[src/common/jsaseq_pkg.sv]
/*
   Constants, enumerations and carrier types for the jump, jump-to-subroutine
   and auto-index sequencer of a 12-bit processor.
   Assumes one 200 MHz clock and an APB register port with 32-bit data.
*/
package jsaseq_pkg;
   localparam int          WORD_W        = 12;
   localparam int          FIELD_W       = 2;
   localparam int          ADDR_W        = 14;
   // Register byte offsets.
   localparam logic [7:0]  CTRL_OFF      = 8'h00;
   localparam logic [7:0]  INSTR_OFF     = 8'h04;
   localparam logic [7:0]  PC_OFF        = 8'h08;
   localparam logic [7:0]  STATUS_OFF    = 8'h0C;
   localparam logic [7:0]  ADDR_OFF      = 8'h10;
   localparam logic [7:0]  DATA_OFF      = 8'h14;
   // Control and status fields.
   localparam int          CTRL_GO_BIT   = 0;
   localparam int          CTRL_TW_BIT   = 1;
   localparam int          CTRL_XCT_BIT  = 2;
   localparam int          ST_BUSY_BIT   = 0;
   localparam int          ST_DONE_BIT   = 1;
   localparam int          ST_INDIR_BIT  = 2;
   localparam int          ST_INDFLOP_BIT = 3;
   localparam int          ST_LOC_BIT    = 4;
   localparam int          ST_BASIC_BIT  = 5;
   localparam int          ST_ERR_BIT    = 6;
   localparam logic [11:0] PC_RESET      = 12'h000;
   localparam logic [11:0] ALL_ONES      = 12'hFFF;
   localparam logic [11:0] ZERO_WORD     = 12'h000;
   // Instruction fields: bits numbered 0 (msb) to 11 (lsb).
   localparam logic [3:0]  OP_JUMP       = 4'hC;
   localparam logic [3:0]  OP_SUBR       = 4'hD;
   localparam logic [7:0]  OP_TW_SUBR    = 8'h1A;
   localparam int          BIT4_POS      = 7;
   localparam int          BIT5_POS      = 6;
   // Memory emulation timing: the memory cycle is 2 us.
   localparam int          CLK_MHZ       = 200;
   localparam int          MEM_CYCLE_NS  = 2000;
   localparam int          PERIOD_CYCLES = (MEM_CYCLE_NS * CLK_MHZ / 1000) / 8;

   typedef enum logic [1:0] {PH_BASIC1, PH_BASIC2, PH_EXEC, PH_IDLE} jsaseq_phase_t;

   typedef struct packed {
      logic [31:0] prdata;
      logic        pready;
      logic        pslverr;
   } jsaseq_apb_rsp_t;

   typedef struct packed {
      logic        paddr_ok;
      logic [7:0]  paddr;
      logic        pwrite;
      logic [31:0] pwdata;
      logic        psel;
      logic        penable;
   } jsaseq_apb_req_t;
endpackage

[src/verilog/jsaseq_core.sv]
/*
   Sequencer for relative jump, jump-to-subroutine and auto-index addressing.
   Holds a small 16-word memory field model in flip-flops standing in for main
   memory, so that software can load words and run one instruction.
   Assumes an APB master on pclk; no other clock.
*/
`timescale 1ns/100ps
module jsaseq_core
   import jsaseq_pkg::*;
(
   input  wire logic                    pclk,
   input  wire logic                    presetn,
   input  wire jsaseq_pkg::jsaseq_apb_req_t apb_req,
   output      jsaseq_pkg::jsaseq_apb_rsp_t apb_rsp,
   output      logic [11:0]             pc_out,
   output      logic                    busy_out
);
   import jsaseq_pkg::*;

   // ****************************************************************
   // State
   // ****************************************************************
   typedef enum logic [3:0] {
      S_IDLE, S_FETCH, S_WB, S_DECODE, S_BP4, S_BP5, S_PTR, S_PTRWB,
      S_EP0, S_EXEC_PERIOD_3, S_EP5, S_EXEC_PERIOD_6, S_PULSE_7
   } jsaseq_step_t;

   typedef struct packed {
      jsaseq_step_t        step;
      jsaseq_phase_t       phase;
      logic [11:0]         pc;
      logic [11:0]         cur_addr;
      logic [11:0]         instr;
      logic [11:0]         buf_word;
      logic [11:0]         data_word;
      logic                done;
      logic                indirect_latch;
      logic                indirect_flipflop_latch;
      logic                autoindex_locator_latch;
      logic                basic_phase_latch;
      logic                tw;
      logic                exec_cond;
      logic                err;
      logic [7:0]          tick;
      logic [11:0]         sw_addr;
      logic [11:0]         mem_waddr;
      logic [11:0]         mem_wdata;
      logic                mem_we;
      jsaseq_apb_rsp_t     rsp;
      logic                busy;
   } jsaseq_state_t;

   jsaseq_state_t state_reg;
   jsaseq_state_t state_next;
   logic [11:0]   mem_reg [0:15];

   // ****************************************************************
   // Helpers
   // ****************************************************************
   function automatic logic [11:0] add_word(input logic [11:0] a, input logic [11:0] b,
                                            input logic sub, input logic cin);
      logic [11:0] bb;
      bb = sub ? ~b : b;
      return 12'(a + bb + {11'h000, (sub | cin)});
   endfunction

   function automatic logic [11:0] rel_addr(input logic [11:0] w);
      return {6'h00, w[5:0]};
   endfunction

   function automatic logic [11:0] mem_rd(input logic [11:0] a);
      return mem_reg[a[3:0]];
   endfunction

   logic is_jump;
   logic is_subr;
   logic bit5;
   logic indirect;
   logic autoidx;
   logic [7:0] tick_max;
   logic [11:0] mx_val;

   always_comb
   begin
      is_jump  = state_reg.instr[11:8] == OP_JUMP;
      is_subr  = (state_reg.instr[11:8] == OP_SUBR) || state_reg.tw;
      bit5     = state_reg.instr[BIT5_POS];
      indirect = state_reg.instr[BIT4_POS];
      // Two-word forms never auto-index; direct access to words 0/7777 is ordinary.
      autoidx  = indirect && !state_reg.tw && (state_reg.instr[5:0] == 6'h00);
      tick_max = 8'(PERIOD_CYCLES - 1);
      // The utility gates give all ones; with no selection the mux gives zero.
      mx_val   = bit5 ? ALL_ONES : ZERO_WORD;
   end

   // ****************************************************************
   // Next state
   // ****************************************************************
   always_comb
   begin
      logic adv;
      adv = 1'b0;
      state_next = state_reg;
      state_next.mem_we = 1'b0;
      state_next.rsp.pready = 1'b0;
      state_next.rsp.pslverr = 1'b0;
      state_next.rsp.prdata = 32'h0000_0000;

      if (state_reg.step != S_IDLE)
      begin
         if (state_reg.tick == tick_max)
         begin
            state_next.tick = 8'h00;
            adv = 1'b1;
         end
         else
         begin
            state_next.tick = 8'(state_reg.tick + 8'h01);
         end
      end

      if (adv)
      begin
         unique case (state_reg.step)
            S_FETCH:
            begin
               state_next.cur_addr  = state_reg.pc;
               state_next.buf_word  = mem_rd(state_reg.pc);
               state_next.data_word = mem_rd(state_reg.pc);
               state_next.instr     = mem_rd(state_reg.pc);
               state_next.done      = 1'b0;
               state_next.step      = S_WB;
            end
            S_WB:
            begin
               state_next.mem_waddr = state_reg.cur_addr;
               state_next.mem_wdata = state_reg.data_word;
               state_next.mem_we    = 1'b1;
               state_next.step      = S_DECODE;
            end
            S_DECODE:
            begin
               if (is_jump && !autoidx)
               begin
                  // Address register through the second operand mux, relative field added, or subtracted when bit 5 is set.
                  state_next.pc = add_word(state_reg.cur_addr, rel_addr(state_reg.instr),
                                           bit5, 1'b0);
                  if (!state_reg.indirect_latch && !state_reg.tw)
                  begin
                     state_next.done = 1'b1;
                  end
                  state_next.step = S_PULSE_7;
               end
               else if (autoidx)
               begin
                  state_next.indirect_latch          = 1'b1;
                  state_next.indirect_flipflop_latch = 1'b1;
                  state_next.step                    = S_BP5;
               end
               else if (is_subr)
               begin
                  state_next.phase = PH_EXEC;
                  state_next.step  = S_EP0;
               end
               else
               begin
                  state_next.err  = 1'b1;
                  state_next.step = S_IDLE;
               end
            end
            S_BP5:
            begin
               state_next.autoindex_locator_latch = 1'b1;
               state_next.phase = PH_BASIC2;
               // Only addition is possible, so the last word comes from all ones plus zero.
               state_next.cur_addr = add_word(mx_val, rel_addr(state_reg.instr),
                                              1'b0, 1'b0);
               state_next.step  = S_PTR;
            end
            S_PTR:
            begin
               state_next.indirect_latch = 1'b0;
               state_next.buf_word  = mem_rd(state_reg.cur_addr);
               state_next.data_word = add_word(mem_rd(state_reg.cur_addr), ZERO_WORD,
                                               1'b0, 1'b1);
               state_next.mem_waddr = state_reg.cur_addr;
               state_next.step = S_PTRWB;
            end
            S_PTRWB:
            begin
               state_next.mem_wdata = state_reg.data_word;
               state_next.mem_we    = 1'b1;
               // The field bits live outside this 12-bit word, so the operand stays in field.
               state_next.cur_addr  = state_reg.data_word;
               state_next.autoindex_locator_latch = 1'b0;
               if (is_jump)
               begin
                  state_next.pc   = state_reg.data_word;
                  state_next.step = S_PULSE_7;
               end
               else
               begin
                  state_next.phase = PH_EXEC;
                  state_next.step  = is_subr ? S_EXEC_PERIOD_3 : S_EXEC_PERIOD_6;
               end
            end
            S_EP0:
            begin
               state_next.cur_addr = add_word(state_reg.cur_addr, rel_addr(state_reg.instr),
                                              bit5, 1'b0);
               state_next.pc = 12'(state_reg.pc + 12'h001);
               state_next.step = S_EXEC_PERIOD_3;
            end
            S_EXEC_PERIOD_3:
            begin
               state_next.data_word = add_word(state_reg.pc, ZERO_WORD, 1'b0, 1'b0);
               state_next.step      = S_EP5;
            end
            S_EP5:
            begin
               state_next.mem_waddr = state_reg.cur_addr;
               state_next.mem_wdata = state_reg.data_word;
               state_next.mem_we    = 1'b1;
               state_next.step      = S_EXEC_PERIOD_6;
            end
            S_EXEC_PERIOD_6:
            begin
               if (is_subr)
               begin
                  state_next.pc = add_word(state_reg.cur_addr, ZERO_WORD,
                                           1'b0, 1'b1);
               end
               state_next.done = 1'b1;
               state_next.step = S_PULSE_7;
            end
            S_PULSE_7:
            begin
               if (state_reg.done || state_reg.tw || state_reg.indirect_latch
                   || state_reg.exec_cond)
               begin
                  state_next.basic_phase_latch = 1'b1;
               end
               state_next.indirect_flipflop_latch = 1'b0;
               state_next.phase = PH_IDLE;
               state_next.step  = S_IDLE;
            end
            default:
            begin
               state_next.step = S_IDLE;
            end
         endcase
      end

      // APB slave: access phase with one wait state.
      if (apb_req.psel && apb_req.penable && !state_reg.rsp.pready)
      begin
         state_next.rsp.pready = 1'b1;
         unique case (apb_req.paddr)
            CTRL_OFF:
            begin
               if (apb_req.pwrite && state_reg.step == S_IDLE && apb_req.pwdata[CTRL_GO_BIT])
               begin
                  state_next.tw    = apb_req.pwdata[CTRL_TW_BIT];
                  state_next.exec_cond = apb_req.pwdata[CTRL_XCT_BIT];
                  state_next.basic_phase_latch = 1'b0;
                  state_next.err   = 1'b0;
                  state_next.phase = PH_BASIC1;
                  state_next.step  = S_FETCH;
                  state_next.tick  = 8'h00;
               end
            end
            PC_OFF:
            begin
               if (apb_req.pwrite && state_reg.step == S_IDLE)
               begin
                  state_next.pc = apb_req.pwdata[11:0];
               end
               state_next.rsp.prdata = {20'h0_0000, state_reg.pc};
            end
            INSTR_OFF:
            begin
               state_next.rsp.prdata = {20'h0_0000, state_reg.instr};
            end
            STATUS_OFF:
            begin
               state_next.rsp.prdata = {24'h00_0000, 1'b0, state_reg.err,
                                        state_reg.basic_phase_latch,
                                        state_reg.autoindex_locator_latch,
                                        state_reg.indirect_flipflop_latch,
                                        state_reg.indirect_latch,
                                        state_reg.done, state_reg.step != S_IDLE};
            end
            ADDR_OFF:
            begin
               if (apb_req.pwrite)
               begin
                  state_next.sw_addr = apb_req.pwdata[11:0];
               end
               state_next.rsp.prdata = {20'h0_0000, state_reg.sw_addr};
            end
            DATA_OFF:
            begin
               if (apb_req.pwrite && state_reg.step == S_IDLE)
               begin
                  state_next.mem_waddr = state_reg.sw_addr;
                  state_next.mem_wdata = apb_req.pwdata[11:0];
                  state_next.mem_we    = 1'b1;
               end
               state_next.rsp.prdata = {20'h0_0000, mem_rd(state_reg.sw_addr)};
            end
            default:
            begin
               state_next.rsp.pslverr = 1'b1;
            end
         endcase
      end
      state_next.busy = state_next.step != S_IDLE;
   end

   // ****************************************************************
   // Registers
   // ****************************************************************
   always_ff @(posedge pclk or negedge presetn)
   begin
      if (!presetn)
      begin
         state_reg <= '0;
         state_reg.pc <= PC_RESET;
         state_reg.step <= S_IDLE;
         state_reg.phase <= PH_IDLE;
      end
      else
      begin
         state_reg <= state_next;
      end
   end

   // Memory words are cleared only by software; no reset keeps the array small.
   always_ff @(posedge pclk)
   begin
      if (state_reg.mem_we)
      begin
         mem_reg[state_reg.mem_waddr[3:0]] <= state_reg.mem_wdata;
      end
   end

   assign apb_rsp  = state_reg.rsp;
   assign pc_out   = state_reg.pc;
   assign busy_out = state_reg.busy;
endmodule

[config.mk]
export PLATFORM = sky130hd
export DESIGN_NAME = jsaseq_core
export DESIGN_NICKNAME = d
export VERILOG_FILES = /design/src/common/jsaseq_pkg.sv /design/src/verilog/jsaseq_core.sv
export SDC_FILE = /design/constraint.sdc
export NUM_CORES = 1
export LEC_CHECK = 0
export BUFFER_PORTS_ARGS = -buffer_cell sky130_fd_sc_hd__buf_2
export CORE_MARGIN = 5
export CORE_UTILIZATION = 45
export CTS_CLUSTER_DIAMETER = 60
export CTS_CLUSTER_SIZE = 40
export DETAILED_ROUTE_END_ITERATION = 8
export PLACE_DENSITY_LB_ADDON = 0.15
export REMOVE_ABC_BUFFERS = 1
export SLEW_MARGIN = 20
export SYNTH_ARGS = -nofsm -noshare
export SYNTH_HDL_FRONTEND = slang
export SYNTH_SLANG_ARGS = --single-unit
export TNS_END_PERCENT = 10
[constraint.sdc]
create_clock -name pclk -period 2.8 [get_ports pclk]
set_input_delay 0.28 -clock pclk [delete_from_list [all_inputs] [get_ports pclk]]
set_output_delay 0.28 -clock pclk [all_outputs]
set_load 0.005 [all_outputs]
==> Implementation_results.wiki <==
{| class="wikitable"
! Metric !! Value
|-
| Final setup viols || 0
|-
| Overflow after GRT || 0
|-
| Clk_lat worst skew || 0.60 ns
|-
| Clock tree from TritonCTS || yes
|-
| Area Growth Syn to Fin || 15.42%
|-
| Final-layout fill cell count || 3408
|-
| Nets || around 1500
|-
| Post-route ant nets || 0
|-
| DRC || 0
|-
| Footprint of the flip-flops and latches || 8584 um2
|-
| Switching pwr || between 2 and 2.5 mW
|-
| Synth top area share || 31.74%
|-
| Final weighted congestion in routability-driven placement || 0.9403
|-
| Global Route Usage Sum || 25.31%
|-
| Final hold violation count || 1
|-
| Post-route worst hold slack || -0.0003307 ns
|-
| Pwr/cell area || 453.3 nW/um2
|-
| Worst Skew || 0.02128 ns
|-
| Worst setup path endpoint || pc_out[7]
|-
| Result of the run || finished with violations
|-
| Total via count in the routed design || roughly 13000
|-
| Initial DRC Count || 1303
|-
| Crit path capture type || flop
|-
| Crit Reg-Reg Endpoint || pc_out[7]
|-
| Clock tree sinks || 304
|-
| Die X || between 200 and 250 um
|-
| Critical setup path kind || reg -> reg
|-
| Root buffer selected by CTS || clkbuf_16
|-
| Final HPWL from detailed placement || roughly 40000 um
|-
| Yosys Warn Count || 0
|-
| Worst slew margin relative to its limit || just over 30%
|-
| Wire length of the first global-routing pass || 84250 um
|-
| Number of instances in the synthesized netlist || 1341
|-
| Worst setup SP type || flop
|-
| Clock group share of total power || 48.7%
|-
| Vias per Instance || 6.430
|-
| Multi-input gate area in the final layout || around 8900 um2
|-
| Number of global-route vias before repair || around 13000
|-
| Switching share of total power || 22.56%
|-
| CTS max path bufs || 3
|-
| Post-synthesis register bit count || 304
|-
| Biggest area consumer among synthesized cells || edfxtp_1
|-
| Reg-to-reg setup timing slack || 0.06 ns
|-
| Antenna violations before repair || 0
|-
| Fraction of synthesis flops using an asynchronous set or reset pin || 36.84%
|-
| Maximum number of pins on one net before global-route repair || 51
|-
| Comb power frac || 1.4%
|-
| Max Freq || 365.4 MHz
|-
| Number of synthesized flops with an enable pin || 192
|-
| Total Die Area || 44480 um2
|-
| Initial Util || a little under half
|-
| Max H-tree Level || 1
|-
| Tightest Hold Check Type || in -> reg
|-
| Dominant register cell in the synthesized netlist || edfxtp_1
|-
| Max FFs per register || 192
|-
| Proportion of synthesized chip area in sequential cells || between 40% and 50%
|-
| Cts bufs inserted || 31
|-
| Cells after DPL || 1930
|-
| Unrepaired setup endpoints after global routing || yes
|-
| Leak Pwr || 8.268 nW
|-
| Final Instance Count excl. Fillers || 1998
|-
| Total Wirelength || between 50000 and 60000 um
|-
| Final clock period utilization by the worst path || 97.74%
|-
| R2R Path Start || bit5
|-
| Number of cell instances on the worst register-to-register path || 10
|-
| Mapped cell area || roughly 18000 um2
|-
| Violated checks || negative hold slack
|-
| Least-Margin Pin Slew || 1.047 ns
|-
| Height of the die || 210.9 um
|-
| Sequential share of power || around half
|-
| Number of maximum-capacitance violations || 0
|-
| Worst endpoint required time || 3.26 ns
|-
| VDD IR max || 0.0004754 V
|-
| Number of iterations in the first detailed-routing pass || 8
|-
| Cell row count || 73
|-
| Synth area leaders || edfxtp_1 32%, mux4_2 18%, dfrtp_1 15%
|-
| Synth cell types || 84
|-
| Total negative slack for setup checks || 0 ns
|-
| Launching element of the worst setup path || bit5
|-
| Worst Path Max Fanout || 7
|-
| Clock period minus final worst setup slack || 2.737 ns
|-
| Fraction of final layout cells sized beyond drive strength 1 || 33.40%
|-
| Max Slew Vio Count || 0
|-
| Ant diodes || 0
|-
| Internal power || about 7.4 mW
|-
| IO Port Bufs || a little over 50
|-
| Crit path DAT || 3.20 ns
|-
| Ports placed on the boundary || 93
|-
| Area of the placeable core || 39820 um2
|-
| Synthesized area per cell || 13.54 um2
|-
| Average wire length per cell after detail routing || 28.31 um
|-
| Clock-pin slew reported for the worst setup and hold paths after clock tree synthesis || about 0.060 ns
|-
| Worst Setup Slack, final || 0.06331 ns
|-
| Place WS || -0.1937 ns
|}
==> metal layers <==
layer	share of wire [%]	GRT usage (%)
met5	0	0
met4	4.1	8.898
met2	49	41.88
met3	8.0	3.891
met1	39	34.41
==> Yosys cell counts (9+ instances only) <==
library cell and instances:
a21oi_1 64, a221oi_1 15, a222oi_1 20, a22oi_1 16, and3_1 9, buf_2 30
buf_4 52, clkbuf_1 49, dfrtp_1 112, edfxtp_1 192, ha_1 23, inv_1 16
mux2_2 35, mux2i_1 21, mux4_1 24, mux4_2 149, nand2_1 103, nand3_1 27
nand4_1 10, nor2_1 82, nor3_1 22, o2111ai_1 10, o21ai_0 54, xnor2_1 29
xor2_1 21
==> power groups by stage <==
stage | Combinational [mW] | Clock [mW] | Sequential, mW
4_1_cts | 0.138 | 4.71 | 4.74
5_1_grt | 0.149 | 4.88 | 4.74
6_report | 0.137 | 4.63 | 4.74
2_1_floorplan | 0.0261 | 0 | 4.83
3_5_place_dp | 0.128 | 0 | 4.83
3_3_place_gp | 0.127 | 0 | 4.83
==> worst max-delay path, stage by stage, from the launching register on <==
cell and delay (ns):
dfrtp_2 0.48, ha_1 0.36, ha_4 0.32, nand3_2 0.10, o2111ai_2 0.20, o211ai_1 0.23, buf_4 0.21, mux2i_1 0.13
a221o_1 0.37, a21oi_1 0.13, o21ai_1 0.08
==> cells in the final DEF, fill, tap and decap left out, drive strengths merged, types with 15 or more instances in the layout <==
cell type | netlist | routed
a21oi | 64 | 64
a221oi | 15 | 15
a222oi | 20 | 20
a22oi | 16 | 16
buf | 93 | 189
clkbuf | 49 | 31
conb | 1 | 20
dfrtp | 112 | 112
edfxtp | 192 | 192
ha | 23 | 23
inv | 17 | 30
mux2 | 35 | 35
mux2i | 22 | 22
mux4 | 173 | 173
nand2 | 105 | 105
nand3 | 28 | 28
nor2 | 84 | 84
nor3 | 22 | 22
o21ai | 56 | 56
xnor2 | 29 | 29
xor2 | 21 | 21
==> final cells by class <==
class | count | area share, %
Clock inverter | 26 | 1.719
Sequential cell | 304 | 40.95
Inverter | 17 | 0.3044
Multi-Input combinational cell | 897 | 42.64
Tap cell | 525 | 3.133
Timing Repair Buffer | 198 | 7.550
Clock buffer | 31 | 3.700
==> how the worst min path moves through the flow <==
stage | slack (ns) | startpoint | cells after the start | to
4_1_cts | 0.001 | apb_req[6] | 3 | pc_out[4]
6_report | -0.0003 | apb_req[6] | 3 | state_reg[40]
2_1_floorplan | -0.02 | presetn | 0 | apb_rsp[0]
3_3_place_gp | 0.34 | presetn | 1 | state_reg[128]
3_5_place_dp | 0.34 | presetn | 1 | pc_out[5]
5_1_grt | 0.002 | apb_req[6] | 3 | pc_out[4]
==> stage by stage <==
step / total power [mW] / instance area [um2] / util, % / hold WS, ns
finish: 9.504 / 20960 / 52.64 / -0.0003307
global route: 9.766 / 20960 / 52.64 / 0.002048
CTS: 9.583 / 20840 / 52.33 / 0.001243
detailed placement: 4.960 / 19590 / 49.18 / 0.3383
global placement: 4.959 / 19590 / 49.18 / 0.3352
floorplan: 4.861 / 17410 / - / -0.01559
==> cells by family (layout without fill, tap and decap cells) <==
family | after synthesis | count (layout) | share of synthesized area (%)
and+or+nand+nor | 326 | 326 | 9.299
DFF | 304 | 304 | 47.17
AOI/OAI and AO/OA | 246 | 246 | 9.072
muxes | 230 | 230 | 25.35
buffers and inverters | 159 | 272 | 4.870
xor gates and xnor gates | 50 | 50 | 2.411
adders and majority gates | 25 | 25 | 1.805
other | 1 | 20 | 0.02065
==> repair_timing <==
| action | 4_1_cts | 5_1_grt |
|---|---|---|
| pin swaps | 2 | 11 |
| cloned | 0 | 0 |
| gates resized for setup | 6 | 25 |
| hold endpoints to repair | 50 | 0 |
| setup buffers | 0 | 2 |
| endpoints found under the setup margin | 4 | 14 |
| hold buffers | 9 | 0 |
Note: power is estimated with default switching activity, not from simulation.
